$ cat config.mk
export PLATFORM = sky130hd
export DESIGN_NAME = cic_controller
export DESIGN_NICKNAME = d
export VERILOG_FILES = /design/src/core/cic_pkg.sv /design/src/core/cic_controller.sv /design/src/core/cic_phase_div.sv /design/src/core/cic_pin_sampler.sv
export SDC_FILE = /design/constraint.sdc
export NUM_CORES = 1
export LEC_CHECK = 0
export BUFFER_PORTS_ARGS = -buffer_cell sky130_fd_sc_hd__clkbuf_2
export CORE_MARGIN = 4
export CORE_UTILIZATION = 45
export CTS_CLUSTER_SIZE = 25
export DETAILED_ROUTE_END_ITERATION = 8
export PLACE_DENSITY = 0.86
export SLEW_MARGIN = 20
export SYNTH_ARGS = -nofsm -noshare
export SYNTH_HDL_FRONTEND = slang
export SYNTH_SLANG_ARGS = --single-unit
$ cat constraint.sdc
create_clock -name CLK -period 2.8 [get_ports CLK]
set_clock_uncertainty 0.2 [all_clocks]
set_input_delay 0.14 -clock CLK [delete_from_list [all_inputs] [get_ports CLK]]
set_output_delay 0.14 -clock CLK [all_outputs]
set_load 0.01 [all_outputs]
$ cat src/core/cic_pkg.sv
// Purpose: Shared constants for the CPU interrupt controller
// Assumes: Four CPU clocks per instruction cycle
// Notes:   Source index order is the natural priority order
package cic_pkg;
  localparam int unsigned NUM_SRC        = 11;
  localparam int unsigned PHASE_W        = 2;
  localparam logic [1:0]  PHASE_LAST     = 2'h3;   // Fourth phase of the cycle
  // Source indices, lowest index wins a tie
  localparam logic [3:0]  SRC_EXT0       = 4'h0;
  localparam logic [3:0]  SRC_TMR0       = 4'h1;
  localparam logic [3:0]  SRC_EXT1       = 4'h2;
  localparam logic [3:0]  SRC_TMR1       = 4'h3;
  localparam logic [3:0]  SRC_SERIAL     = 4'h4;
  localparam logic [3:0]  SRC_TMR2       = 4'h5;
  localparam logic [3:0]  SRC_ADC        = 4'h6;
  localparam logic [3:0]  SRC_WAKE       = 4'ha;
  localparam int unsigned NUM_BASIC      = 6;
  localparam int unsigned NUM_EXT        = 5;
  // Handler addresses
  localparam logic [7:0]  VEC_BASE       = 8'h03;
  localparam logic [7:0]  VEC_EXT_BASE   = 8'h43;
  localparam logic [7:0]  VEC_STEP       = 8'h08;
  localparam logic [7:0]  VEC_WAKE       = 8'h63;
  // Bit positions
  localparam int unsigned GLOBAL_EN_BIT  = 7;
  localparam int unsigned EXT_FLAG_LSB   = 4;      // Extended flags sit at bits 7..4
  localparam int unsigned WAKE_FLAG_BIT  = 3;
  // Clock and power control values that start a shutdown
  localparam logic [7:0]  CP_DOWN_A      = 8'h02;
  localparam logic [7:0]  CP_DOWN_B      = 8'h03;
  // Slow oscillator periods, worst case of each documented range
  localparam logic [2:0]  SHUT_SLOW_CYC  = 3'h3;
  localparam logic [2:0]  WAKE_SLOW_CYC  = 3'h4;
endpackage

$ cat src/core/cic_controller.sv
// Purpose: Interrupt controller for a small embedded CPU core
// Assumes: CPU reports instruction ends and long-call timing itself
// Notes:   All register contents arrive as plain ports, no bus
// Notes on behaviour
// - Taken source jumps to fixed address, 0x03 upward by eight, extended from 0x43.
// - Handler runs to its return unless a higher level request preempts it.
// - Same-level ties go to the lowest natural priority number, 1 to 11.
// - Each source has high or low level; level beats natural order.
// - Only a strictly higher level preempts; high handlers are never interrupted.
// - The current instruction always finishes before any service starts.
// - After a return or enable/priority write, one more instruction runs first.
// - Global enable bit 7 low masks every source.
// - With global enable set, each source follows its own enable bit.
// - Extended flags at bits 7..4, wake flag bit 3, enables bits 4..0.
// - External pins are sampled once per instruction cycle, at phase four.
// - Both pins are active low with a level or edge select each.
// - Level mode sets on a low sample; edge mode on high then low.
// - Timers and serial port request by their own flag bits.
// - Fastest response: one cycle to detect, four for the long call.
// - Worst response thirteen cycles, 52 clocks, return then multiply or divide.
// - Writing 0x2 or 0x3 to clock and power control starts shutdown.
// - Power-down ends only on a pin, wake timer, or watchdog reset.
// - Wake holds response for recovery; shutdown also takes slow cycles.
// - After a return, at least one program instruction runs before re-entry.
// - Extended flags set on a rising source edge and stay until cleared.
// - Software setting an extended flag raises it like hardware does.
`timescale 1ns/1ps
`default_nettype none
module cic_controller (
  input  wire logic       CLK,                     // CPU clock, 10 MHz
  input  wire logic       RESET_N,                 // Async reset, active low
  input  wire logic       EXT_IRQ0_N,              // External pin 0, active low
  input  wire logic       EXT_IRQ1_N,              // External pin 1, active low
  input  wire logic       EXT0_TRIGGER_SELECT,     // 1 = edge mode for pin 0
  input  wire logic       EXT1_TRIGGER_SELECT,     // 1 = edge mode for pin 1
  input  wire logic [7:0] BASIC_IRQ_ENABLE_REG,    // Bit 7 global, 5..0 sources
  input  wire logic [5:0] BASIC_IRQ_PRIORITY_REG,  // 1 = high level
  input  wire logic [4:0] EXT_SOURCE_ENABLES,      // Extended and wake enables
  input  wire logic [4:0] EXT_SOURCE_PRIORITIES,   // Extended and wake levels
  input  wire logic       TIMER0_FLAG,             // Timer 0 overflow flag
  input  wire logic       TIMER1_FLAG,             // Timer 1 overflow flag
  input  wire logic       SERIAL_FLAG,             // Serial transmit or receive flag
  input  wire logic       TIMER2_FLAG,             // Timer 2 flag
  input  wire logic       ADC_DONE_IRQ,            // ADC end of conversion
  input  wire logic       SPI_DONE_IRQ,            // Internal SPI byte done
  input  wire logic       RADIO_DATA_READY_1,      // Radio data ready 1
  input  wire logic       RADIO_DATA_READY_2,      // Radio data ready 2
  input  wire logic       WAKE_TIMER_EVENT,        // Wake timer expiry
  input  wire logic [4:0] FLAG_SET,                // Software set: adc,spi,r1,r2,wake
  input  wire logic [4:0] FLAG_CLR,                // Software clear, same order
  input  wire logic [1:0] EXT_PIN_FLAG_CLR,        // Software clear of pin flags
  input  wire logic       INSTR_END,               // Instruction finishes this cycle
  input  wire logic       INSTR_IS_RETURN,         // Finishing one is a handler return
  input  wire logic       INSTR_WROTE_IRQ_REGS,    // Finishing one wrote enable/priority
  input  wire logic       CLOCK_POWER_WR,          // Write strobe to clock_power_ctrl
  input  wire logic [7:0] CLOCK_POWER_DATA,        // Value written
  input  wire logic       SLOW_OSCILLATOR,         // Slow oscillator clock, async
  output logic            IRQ_TAKE,                // Pulse: start long call
  output logic [7:0]      IRQ_VECTOR,              // Handler address, held
  output logic [3:0]      EXT_SOURCE_FLAGS,        // Flags adc,spi,r1,r2 (bits 7..4)
  output logic            WAKE_TIMER_FLAG,         // Wake flag (bit 3)
  output logic            EXT0_PENDING_FLAG,       // Pin 0 pending
  output logic            EXT1_PENDING_FLAG,       // Pin 1 pending
  output logic            IN_SERVICE_HIGH,         // High level handler active
  output logic            IN_SERVICE_LOW,          // Low level handler active
  output logic            CPU_HOLD                 // Core held for power sequencing
);
  typedef enum logic [1:0] {PW_RUN, PW_SHUT, PW_DOWN, PW_WAKE} cic_pw_t;

  ////////////////////////////////////////////////////////////////////////////
  // Helpers

  // Lowest set index of a request vector, natural order
  function automatic logic [3:0] cic_pick(input logic [10:0] req);
    logic [3:0] idx;
    idx = 4'h0;
    for (int i = cic_pkg::NUM_SRC - 1; i >= 0; i--) begin
      if (req[i]) begin
        idx = 4'(i);
      end
    end
    return idx;
  endfunction

  // Handler address of a source index
  function automatic logic [7:0] cic_vector(input logic [3:0] idx);
    logic [7:0] v;
    if (idx == cic_pkg::SRC_WAKE) begin
      v = cic_pkg::VEC_WAKE;
    end else if (idx >= cic_pkg::SRC_ADC) begin
      v = cic_pkg::VEC_EXT_BASE + 8'((idx - cic_pkg::SRC_ADC) * cic_pkg::VEC_STEP);
    end else begin
      v = cic_pkg::VEC_BASE + 8'(idx * cic_pkg::VEC_STEP);
    end
    return v;
  endfunction

  ////////////////////////////////////////////////////////////////////////////
  // Pin samplers

  logic fourth_phase;
  logic pin0_low, pin1_low;
  logic take_next;
  logic [3:0] sel;
  logic clr_pin0, clr_pin1;

  cic_phase_div u_phase (
    .clk          (CLK),
    .reset_n      (RESET_N),
    .fourth_phase (fourth_phase)
  );

  // Edge flags clear when the core vectors to their handler
  assign clr_pin0 = (take_next && sel == cic_pkg::SRC_EXT0) || EXT_PIN_FLAG_CLR[0];
  assign clr_pin1 = (take_next && sel == cic_pkg::SRC_EXT1) || EXT_PIN_FLAG_CLR[1];

  cic_pin_sampler u_pin0 (
    .clk       (CLK),
    .reset_n   (RESET_N),
    .pin_n     (EXT_IRQ0_N),
    .phase     (fourth_phase),
    .trig_edge (EXT0_TRIGGER_SELECT),
    .clr       (clr_pin0),
    .pending   (EXT0_PENDING_FLAG),
    .pin_low   (pin0_low)
  );

  cic_pin_sampler u_pin1 (
    .clk       (CLK),
    .reset_n   (RESET_N),
    .pin_n     (EXT_IRQ1_N),
    .phase     (fourth_phase),
    .trig_edge (EXT1_TRIGGER_SELECT),
    .clr       (clr_pin1),
    .pending   (EXT1_PENDING_FLAG),
    .pin_low   (pin1_low)
  );

  ////////////////////////////////////////////////////////////////////////////
  // Extended source flags

  logic [4:0] src_now, src_prev_reg, xflag_next;
  assign src_now = {WAKE_TIMER_EVENT, RADIO_DATA_READY_2, RADIO_DATA_READY_1,
                    SPI_DONE_IRQ, ADC_DONE_IRQ};

  // Rising edge or software set; set wins over a same-cycle clear
  always_comb begin
    xflag_next = ((src_now & ~src_prev_reg) | FLAG_SET)
               | ({WAKE_TIMER_FLAG, EXT_SOURCE_FLAGS} & ~FLAG_CLR);
  end

  always_ff @(posedge CLK or negedge RESET_N) begin
    if (!RESET_N) begin
      src_prev_reg     <= 5'h00;
      EXT_SOURCE_FLAGS <= 4'h0;
      WAKE_TIMER_FLAG  <= 1'b0;
    end else begin
      src_prev_reg     <= src_now;
      EXT_SOURCE_FLAGS <= xflag_next[3:0];
      WAKE_TIMER_FLAG  <= xflag_next[4];
    end
  end

  ////////////////////////////////////////////////////////////////////////////
  // Arbitration and vectoring

  logic [10:0] pend, en, lvl, req, hi_req, lo_req;
  logic        hi_sel, may_take;
  logic        ins_hi_next, ins_lo_next;
  logic [7:0]  vec_next;
  logic        ret_end;

  assign pend = {WAKE_TIMER_FLAG, EXT_SOURCE_FLAGS, TIMER2_FLAG, SERIAL_FLAG,
                 TIMER1_FLAG, EXT1_PENDING_FLAG, TIMER0_FLAG, EXT0_PENDING_FLAG};
  assign en   = {EXT_SOURCE_ENABLES, BASIC_IRQ_ENABLE_REG[cic_pkg::NUM_BASIC-1:0]};
  assign lvl  = {EXT_SOURCE_PRIORITIES, BASIC_IRQ_PRIORITY_REG};
  assign ret_end = INSTR_END && INSTR_IS_RETURN;

  // Masking, level split and selection are one combinational step
  always_comb begin
    req     = BASIC_IRQ_ENABLE_REG[cic_pkg::GLOBAL_EN_BIT] ? (pend & en) : 11'h000;
    hi_req  = req & lvl;
    lo_req  = req & ~lvl;
    // A high handler blocks all; a low handler blocks low requests
    hi_sel  = (hi_req != 11'h000) && !IN_SERVICE_HIGH;
    sel     = hi_sel ? cic_pick(hi_req) : cic_pick(lo_req);
    // Only at an instruction end, and not after a return or a mask write,
    // so one more instruction of the interrupted code always runs
    may_take = INSTR_END && !INSTR_IS_RETURN && !INSTR_WROTE_IRQ_REGS
             && !CPU_HOLD;
    take_next = may_take && (hi_sel ||
                ((lo_req != 11'h000) && !IN_SERVICE_HIGH && !IN_SERVICE_LOW));
    vec_next = take_next ? cic_vector(sel) : IRQ_VECTOR;
    // Handler levels; a return ends the innermost (highest) one
    ins_hi_next = IN_SERVICE_HIGH;
    ins_lo_next = IN_SERVICE_LOW;
    if (ret_end) begin
      if (IN_SERVICE_HIGH) begin
        ins_hi_next = 1'b0;
      end else begin
        ins_lo_next = 1'b0;
      end
    end
    if (take_next) begin
      if (hi_sel) begin
        ins_hi_next = 1'b1;
      end else begin
        ins_lo_next = 1'b1;
      end
    end
  end

  // The take pulse leaves one cycle after the detect point; the core then
  // spends four instruction cycles on the long call, so total latency lies
  // between five and thirteen instruction cycles depending on the core
  always_ff @(posedge CLK or negedge RESET_N) begin
    if (!RESET_N) begin
      IRQ_TAKE        <= 1'b0;
      IRQ_VECTOR      <= 8'h00;
      IN_SERVICE_HIGH <= 1'b0;
      IN_SERVICE_LOW  <= 1'b0;
    end else begin
      IRQ_TAKE        <= take_next;
      IRQ_VECTOR      <= vec_next;
      IN_SERVICE_HIGH <= ins_hi_next;
      IN_SERVICE_LOW  <= ins_lo_next;
    end
  end

  ////////////////////////////////////////////////////////////////////////////
  // Power-down sequencing

  logic    so1_reg, so2_reg, so3_reg, so_filt_reg, so_filt_next, slow_tick;
  cic_pw_t pw_reg, pw_next;
  logic [2:0] slow_cnt_reg, slow_cnt_next;
  logic    wake_evt, down_wr;

  // Slow clock is foreign: three flops, edge counted once stages agree
  always_comb begin
    so_filt_next = (so2_reg == so3_reg) ? so3_reg : so_filt_reg;
    slow_tick    = so_filt_next && !so_filt_reg;
  end

  assign down_wr  = CLOCK_POWER_WR && (CLOCK_POWER_DATA == cic_pkg::CP_DOWN_A ||
                                       CLOCK_POWER_DATA == cic_pkg::CP_DOWN_B);
  // Watchdog reset arrives through RESET_N; enables play no part here
  assign wake_evt = pin0_low || pin1_low || WAKE_TIMER_EVENT;

  always_comb begin
    pw_next       = pw_reg;
    slow_cnt_next = slow_cnt_reg;
    unique case (pw_reg)
      PW_RUN: begin
        if (down_wr) begin
          pw_next       = PW_SHUT;
          slow_cnt_next = 3'h0;
        end
      end
      PW_SHUT: begin
        if (slow_tick) begin
          slow_cnt_next = slow_cnt_reg + 3'h1;
        end
        if (slow_tick && slow_cnt_reg == cic_pkg::SHUT_SLOW_CYC - 3'h1) begin
          pw_next = PW_DOWN;
        end
      end
      PW_DOWN: begin
        if (wake_evt) begin
          pw_next       = PW_WAKE;
          slow_cnt_next = 3'h0;
        end
      end
      PW_WAKE: begin
        if (slow_tick) begin
          slow_cnt_next = slow_cnt_reg + 3'h1;
        end
        if (slow_tick && slow_cnt_reg == cic_pkg::WAKE_SLOW_CYC - 3'h1) begin
          pw_next = PW_RUN;
        end
      end
    endcase
  end

  always_ff @(posedge CLK or negedge RESET_N) begin
    if (!RESET_N) begin
      so1_reg      <= 1'b0;
      so2_reg      <= 1'b0;
      so3_reg      <= 1'b0;
      so_filt_reg  <= 1'b0;
      pw_reg       <= PW_RUN;
      slow_cnt_reg <= 3'h0;
      CPU_HOLD     <= 1'b0;
    end else begin
      so1_reg      <= SLOW_OSCILLATOR;
      so2_reg      <= so1_reg;
      so3_reg      <= so2_reg;
      so_filt_reg  <= so_filt_next;
      pw_reg       <= pw_next;
      slow_cnt_reg <= slow_cnt_next;
      CPU_HOLD     <= (pw_next != PW_RUN);
    end
  end
endmodule
`default_nettype wire

$ cat src/core/cic_phase_div.sv
// Purpose: Instruction cycle phase divider
// Assumes: Four CPU clocks per instruction cycle
// Notes:   Output pulse marks the clock edge that ends the fourth phase
`timescale 1ns/1ps
`default_nettype none
module cic_phase_div (
  input  wire logic clk,          // CPU clock
  input  wire logic reset_n,      // Async reset, active low
  output logic      fourth_phase  // One-cycle pulse per instruction cycle
);
  logic [1:0] cnt_reg;
  logic [1:0] cnt_next;
  logic       ph_next;

  // Free running phase count
  always_comb begin
    cnt_next = cnt_reg + 2'h1;
    ph_next  = (cnt_reg == cic_pkg::PHASE_LAST);
  end

  always_ff @(posedge clk or negedge reset_n) begin
    if (!reset_n) begin
      cnt_reg      <= 2'h0;
      fourth_phase <= 1'b0;
    end else begin
      cnt_reg      <= cnt_next;
      fourth_phase <= ph_next;
    end
  end
endmodule
`default_nettype wire

$ cat src/core/cic_pin_sampler.sv
// Purpose: Active-low external interrupt pin sampler and pending flag
// Assumes: Pin is asynchronous; phase pulse comes from the divider
// Notes:   Level mode flag follows the sample and is never latched
`timescale 1ns/1ps
`default_nettype none
module cic_pin_sampler (
  input  wire logic clk,        // CPU clock
  input  wire logic reset_n,    // Async reset, active low
  input  wire logic pin_n,      // External request pin, active low
  input  wire logic phase,      // Fourth phase pulse
  input  wire logic trig_edge,  // 1 selects falling edge detection
  input  wire logic clr,        // Clears a latched edge request
  output logic      pending,    // Pending flag
  output logic      pin_low     // Filtered pin level, used for wakeup
);
  logic s1_reg, s2_reg, s3_reg;
  logic filt_reg, filt_next;
  logic samp_reg, samp_next;
  logic pend_next;
  logic edge_set;

  // Three stage synchroniser; a change counts once stages two and three agree
  always_comb begin
    filt_next = (s2_reg == s3_reg) ? s3_reg : filt_reg;
    samp_next = phase ? filt_reg : samp_reg;
    edge_set  = phase && samp_reg && !filt_reg;
    if (trig_edge) begin
      pend_next = edge_set || (pending && !clr);
    end else begin
      pend_next = phase ? !filt_reg : pending;
    end
  end

  always_ff @(posedge clk or negedge reset_n) begin
    if (!reset_n) begin
      s1_reg   <= 1'b1;
      s2_reg   <= 1'b1;
      s3_reg   <= 1'b1;
      filt_reg <= 1'b1;
      samp_reg <= 1'b1;
      pending  <= 1'b0;
      pin_low  <= 1'b0;
    end else begin
      s1_reg   <= pin_n;
      s2_reg   <= s1_reg;
      s3_reg   <= s2_reg;
      filt_reg <= filt_next;
      samp_reg <= samp_next;
      pending  <= pend_next;
      pin_low  <= !filt_next;
    end
  end
endmodule
`default_nettype wire

# Yosys cells after proc, flatten, opt, wreduce, memory -nomap -nowiden
# Index checks and enable logic that the tools add are counted.
# classes
n_mux	49
shifts	0
bitwise	10
n_mul	0
n_addsub	5
n_eq_ne	16
n_lt_le_gt_ge	1
n_div	0
n_reduce_logical	49
# op_table
cell	count
4-bit two-way mux	23
11-bit bitwise AND	3
11-bit nonzero test	2
1-bit logical AND	20
8-bit by 2-bit equality test with 1-bit output, second input constant	2
8-bit two-way mux	2
1-bit two-way mux	14
1-bit zero test	12
11-bit two-way mux	1
11-bit NOT	1
5-bit bitwise AND	2
5-bit NOT	2
5-bit bitwise OR	2
3-bit two-way mux	3
3-bit case mux with 3 select lines	1
2-bit by 7-bit adder with 8-bit output, first input constant	1
7-bit by 8-bit adder with 8-bit output, first input constant	1
1-bit logical OR	8
2-bit two-way mux	4
2-bit case mux with 4 select lines	1
2-bit equality test, second input constant	3
3-bit by 2-bit equality test with 1-bit output, second input constant	2
2-bit nonzero test	3
4-bit by 3-bit subtractor with 5-bit output, second input constant	1
13 further kinds	16
# totals
elab_cells	160
regBits	48
latchBits	0
ramBits	0
out_inout_bits	19
inputBits	64
rom_bits	0
mem_count	0

# Longest topological paths before layout
# depth
depth_word	22
ltp_mapped	14
mapped_depth_nobuf	12

# By module
# A second synthesis with hierarchy kept.
# unflattened
cells_unflattened	235
hier_area_um2	2491.1
# by_module_without_submodules
module	seq_area_each_um2	cells_each	instances	area_per_inst_um2
cic_controller	725.7	198	1	1894.3
cic_pin_sampler	181.4	16	2	252.7
cic_phase_div	75.1	5	1	91.3

# Worst setup path before layout
# No wires, ideal clock.
# synth_path
path_kind	flip-flop to flip-flop
from	register u_pin0.pending
to	register IRQ_VECTOR[7]
setup_ns	0.094
path_buffers	0
path_slack_ns	-0.163
stages_incl_launch_ff	12
required_time_ns	2.506
arrival_ns	2.670
cell_sequence	dfrtp_1 > nand4_1 > nand4_2 > o31a_1 > a311o_1 > and2_4 > inv_2 > ha_1 > inv_1 > ha_1 > o31a_1 > a221oi_2
# synth_via
elab_chain_cells	10
elab_cells_between_ends	21
# synth_rtl
element	line	text
start, declared	cic_pin_sampler.sv:13	output logic pending,
start signal, assigned	cic_pin_sampler.sv:49	pending <= pend_next;
11-bit bitwise AND (*)	cic_controller.sv:181	req = BASIC_IRQ_ENABLE_REG[cic_pkg::GLOBAL_EN_BIT] ? (pend & en) : 11'h000;
11-bit two-way mux (*)	cic_controller.sv:181	
11-bit bitwise AND	cic_controller.sv:182	hi_req = req & lvl;
11-bit nonzero test	cic_controller.sv:185	hi_sel = (hi_req != 11'h000) && !IN_SERVICE_HIGH;
1-bit logical AND	cic_controller.sv:185	
4-bit two-way mux	cic_controller.sv:186	sel = hi_sel ? cic_pick(hi_req) : cic_pick(lo_req);
4-bit by 3-bit subtractor with 5-bit output	cic_controller.sv:91	v = cic_pkg::VEC_EXT_BASE + 8'((idx - cic_pkg::SRC_ADC) * cic_pkg::VEC_STEP);
7-bit by 8-bit adder with 8-bit output	cic_controller.sv:91	
8-bit two-way mux	cic_controller.sv:90	end else if (idx >= cic_pkg::SRC_ADC) begin
8-bit two-way mux	cic_controller.sv:88	if (idx == cic_pkg::SRC_WAKE) begin
end signal, assigned	cic_controller.sv:224	IRQ_VECTOR <= vec_next;
end, declared	cic_controller.sv:59	output logic [7:0] IRQ_VECTOR,
# Mark *: on every way between the ends. The rest lies on a longest branch, timed or not.
# A chain may end at the register's enable or synchronous reset.

# Final worst setup path
# layout_path
from	register u_pin1.pending
to	register IRQ_VECTOR[7]
# layout_via
elab_chain_cells	11
elab_cells_between_ends	25
# layout_rtl
element	line	text
start, declared	cic_pin_sampler.sv:13	
start signal, assigned	cic_pin_sampler.sv:49	
11-bit bitwise AND (*)	cic_controller.sv:181	
11-bit two-way mux (*)	cic_controller.sv:181	
11-bit bitwise AND (on tied branches)	cic_controller.sv:183, cic_controller.sv:182	
4-bit two-way mux (3 in a row)	cic_controller.sv:78	if (req[i]) begin
4-bit two-way mux	cic_controller.sv:186	
4-bit by 3-bit subtractor with 5-bit output	cic_controller.sv:91	
7-bit by 8-bit adder with 8-bit output	cic_controller.sv:91	
8-bit two-way mux	cic_controller.sv:90	
8-bit two-way mux	cic_controller.sv:88	
# Marked as above.

==> results.sh <==
export IMPL_cp_required_ps=2830
export IMPL_n_antenna_cell=0
export IMPL_power_leakage_nw=1.67
export IMPL_crit_top_cell="ha_4"
export IMPL_die_x_um=82.2
export IMPL_gp_congestion=0.891
export IMPL_wl_per_cell_um=14.6
export IMPL_synth_area_top_cells="dfrtp_1 (36%), dfstp_2 (11%), inv_1 (3.8%), nand4b_1 (3.5%), nand2_1 (3.5%)"
export IMPL_cp_cell_sequence="nand4_1 -> nand4_2 -> o31a_1 -> a311o_1 -> and2_4 -> inv_4 -> ha_4 -> inv_2 -> ha_4 -> nand2_1 -> mux2_2 -> a221oi_2"
export IMPL_ir_worst_vdd_mv=0.497
export IMPL_r2r_setup_slack_ps=20
export IMPL_fillCellCount=413
export IMPL_clock_latency_ps=310
export IMPL_drt_iter0_markers=140
export IMPL_synth_flop_cell="dfrtp_1"
export IMPL_finalWorstSetupSlack_ps=17.2
export IMPL_criticalPathCategory="register to register"
export IMPL_powerDensity_nw_per_um2=558
export IMPL_worstHoldPathType="input port to register"
export IMPL_power_total_mw=1.93
export IMPL_period_minus_slack_ps=2780
export IMPL_swShare_pct=33.9
export IMPL_cp_startpoint="u_pin1.pending$_DFFE_PN0P_"
export IMPL_synth_seq_area_share_pct=46.9
export IMPL_ys_ff_latch=46
export IMPL_postRouteAntennaNets=0
export IMPL_port_buffers=79
export IMPL_async_flop_share_pct=100
export IMPL_clkPwrFrac_pct=22.9
export IMPL_vias=2313
export IMPL_r2r_end="IRQ_VECTOR[7]$_DFFE_PN0P_"
export IMPL_slowest_stage="dfrtp_1"
export IMPL_synthMostInstantiatedCell="dfrtp_1"
export IMPL_path_clk_slew_ps=100
export IMPL_power_frac_comb_pct=33.7
export IMPL_worstSetupEndpoint="IRQ_VECTOR[7]$_DFFE_PN0P_"
export IMPL_pwr_share_seq_pct=43.5
export IMPL_max_freq_ghz=0.359
export IMPL_dr_pass1_iters=4
export IMPL_largest_reg_flops=6
export IMPL_overflow=0
export IMPL_tightest_slew_ps=650
export IMPL_viasPerCell=5.34
export IMPL_fin_util_pct=66.1
export IMPL_cts_buffers_inserted=5
export IMPL_finalHoldViolations=0
export IMPL_synth_top_area_cell="dfrtp_1"
export IMPL_syn_area_per_cell_um2=10.5
export IMPL_die_area_um2=6760
export IMPL_arrival_ps=2810
export IMPL_syn_nets=307
export IMPL_post_place_ws_ps=-11.4
export IMPL_clockBufferDepth=2
export IMPL_fin_nets=432
export IMPL_cap_violations=0
export IMPL_timing_final_crit_share_pct=99.4
export IMPL_area_delta_synth_final_pct=39.7
export IMPL_hold_slack_ps=3.54
export IMPL_slew_viol_final=0
export IMPL_final_layout_size_suffix_gt1_share_pct=40.5
export IMPL_slew_headroom_pct=56.7
export IMPL_crit_path_max_fanout=4
export IMPL_grt_usage_pct=20.2
export IMPL_wl_mm=6.34
export IMPL_endpoint_kind="register"
export IMPL_start_util_pct=47.3
export IMPL_cts_tree="yes"
export IMPL_num_io_pins=83
export IMPL_dp_hpwl_mm=4.80
export IMPL_status="finished, final reports clean"
export IMPL_rsz0062_at_grt="yes"
export IMPL_r2r_worst_path_cells=12
export IMPL_worst_setup_path_start_kind="register"
export IMPL_core_area_um2=5240
export IMPL_syn_inst=237
export IMPL_rr_startpoint="u_pin1.pending$_DFFE_PN0P_"
export IMPL_die_y_um=82.2
export IMPL_rows=26
export IMPL_yosysWarnings=0
export IMPL_clockRootBuffer="clkbuf_8"
export IMPL_grt_max_degree=29
export IMPL_slowest_delay_ps=390
export IMPL_grt_pass1_wl_mm=10.5
export IMPL_drc=0
export IMPL_synth_commonest_cells="dfrtp_1 (36), inv_1 (25), nand2_1 (23)"
export IMPL_p_sw_uw=656
export IMPL_intPower_mw=1.28
export IMPL_cts_sinks=46
export IMPL_grt_pass1_vias=2300
export IMPL_antenna_found_initial=0
export IMPL_synth_distinct_cells=60
export IMPL_synth_top_cell_area_share_pct=36.3
export IMPL_design_area_um2=3460
export IMPL_synth_edf_count=0
export IMPL_placed_area_um2=3090
export IMPL_synth_area_um2=2480
export IMPL_finalSetupViolations=0
export IMPL_cts_htree_levels=2
[per-layer routing]
| layer | global-route usage [%] | wire, um | vias up | share of wire (%) |
|---|---|---|---|---|
| met2 | 36.6 | 3350 | 63 | 53 |
| met3 | 5.31 | 423 | 9 | 6.7 |
| met1 | 23.1 | 2460 | 1117 | 39 |
| li1 | - | - | 1124 | - |
| met5 | 0 | 0 | - | 0 |
| met4 | 6.15 | 101 | 0 | 1.6 |
[worst min-delay path by stage]
stage	startpoint	slack (ps)	endpoint	depth (start not counted)
floorplan	RESET_N	-360	CPU_HOLD$_DFF_PN0_	0
global placement	RESET_N	4	u_phase.cnt_reg[1]$_DFF_PN0_	1
detailed placement	RESET_N	6	u_phase.fourth_phase$_DFF_PN0_	1
CTS	INSTR_WROTE_IRQ_REGS	2	IN_SERVICE_LOW$_DFF_PN0_	4
global route	INSTR_WROTE_IRQ_REGS	10	IN_SERVICE_LOW$_DFF_PN0_	4
finish	INSTR_WROTE_IRQ_REGS	4	IN_SERVICE_LOW$_DFF_PN0_	4
[power by group through the flow]
stage | combinational, mW | sequential [mW] | clock, mW
2_1_floorplan | 0.357 | 0.870 | 0
3_3_place_gp | 0.595 | 0.846 | 0
3_5_place_dp | 0.616 | 0.852 | 0
4_1_cts | 0.650 | 0.840 | 0.456
5_1_grt | 0.727 | 0.853 | 0.487
6_report | 0.651 | 0.840 | 0.442
[cell type report]
class | instances | area, um^2 | area share (%)
clock buffer | 5 | 68.8 | 1.99
clock inverter | 3 | 28.8 | 0.831
inverter | 26 | 100 | 2.89
multi-input combinational | 157 | 1190 | 34.3
timing repair buffer | 126 | 826 | 23.8
tap | 70 | 87.6 | 2.53
sequential | 46 | 1160 | 33.6
[layout by cell type, fill, tap and decap left out, types with 3 or more instances in the layout]
cell,count
a21o_1,3
dfstp_2,10
o21ai_0,15
dlygate4sd3_1,26
o31ai_1,3
nor4_1,3
nand2_1,23
nand4_2,6
nor3b_1,3
nand3_1,3
nand4_1,9
clkbuf_2,79
o211ai_1,3
clkbuf_8,5
buf_4,20
dfrtp_1,36
ha_1,4
inv_1,24
a21oi_1,9
a31oi_1,3
and4_1,3
nor2_1,11
nand4b_1,10
[metrics by stage]
stage / instances / setup TNS, ps
after floorplan: 237 / -6.59
after global placement: 397 / 0
after detailed placement: 397 / -11.4
after CTS: 431 / 0
after global routing: 433 / -144
final: 433 / 0
[kinds of logic after synthesis]
| logic type | share of synthesized area [%] |
|---|---|
| AND/OR/NAND/NOR | 21.5 |
| AO/OA/AOI/OAI | 20.7 |
| flip-flops | 46.9 |
| buffers and inverters | 6.36 |
| adder cells (fa/ha/maj) | 3.43 |
| multiplexers | 0.908 |
| other | 0.151 |
[worst max-delay path, delay by kind of cell, from the launching register on]
| family | cells | cell delay [ps] |
|---|---|---|
| flops | 1 | 390 |
| mux | 1 | 260 |
| compound gates | 3 | 840 |
| simple gates | 4 | 510 |
| buf+inv | 2 | 100 |
| fa+ha+maj | 2 | 390 |
[timing repair]
| item | 4_1_cts | 5_1_grt |
|---|---|---|
| cloned | 0 | 0 |
| setup buffers | 0 | 2 |
| pin swaps | 0 | 5 |
| endpoints found under the hold margin | 35 | 0 |
| gates resized for setup | 1 | 0 |
| hold buffers | 26 | 0 |
| endpoints found under the setup margin | 1 | 3 |
No activity file was read; power rests on OpenSTA's default activity.
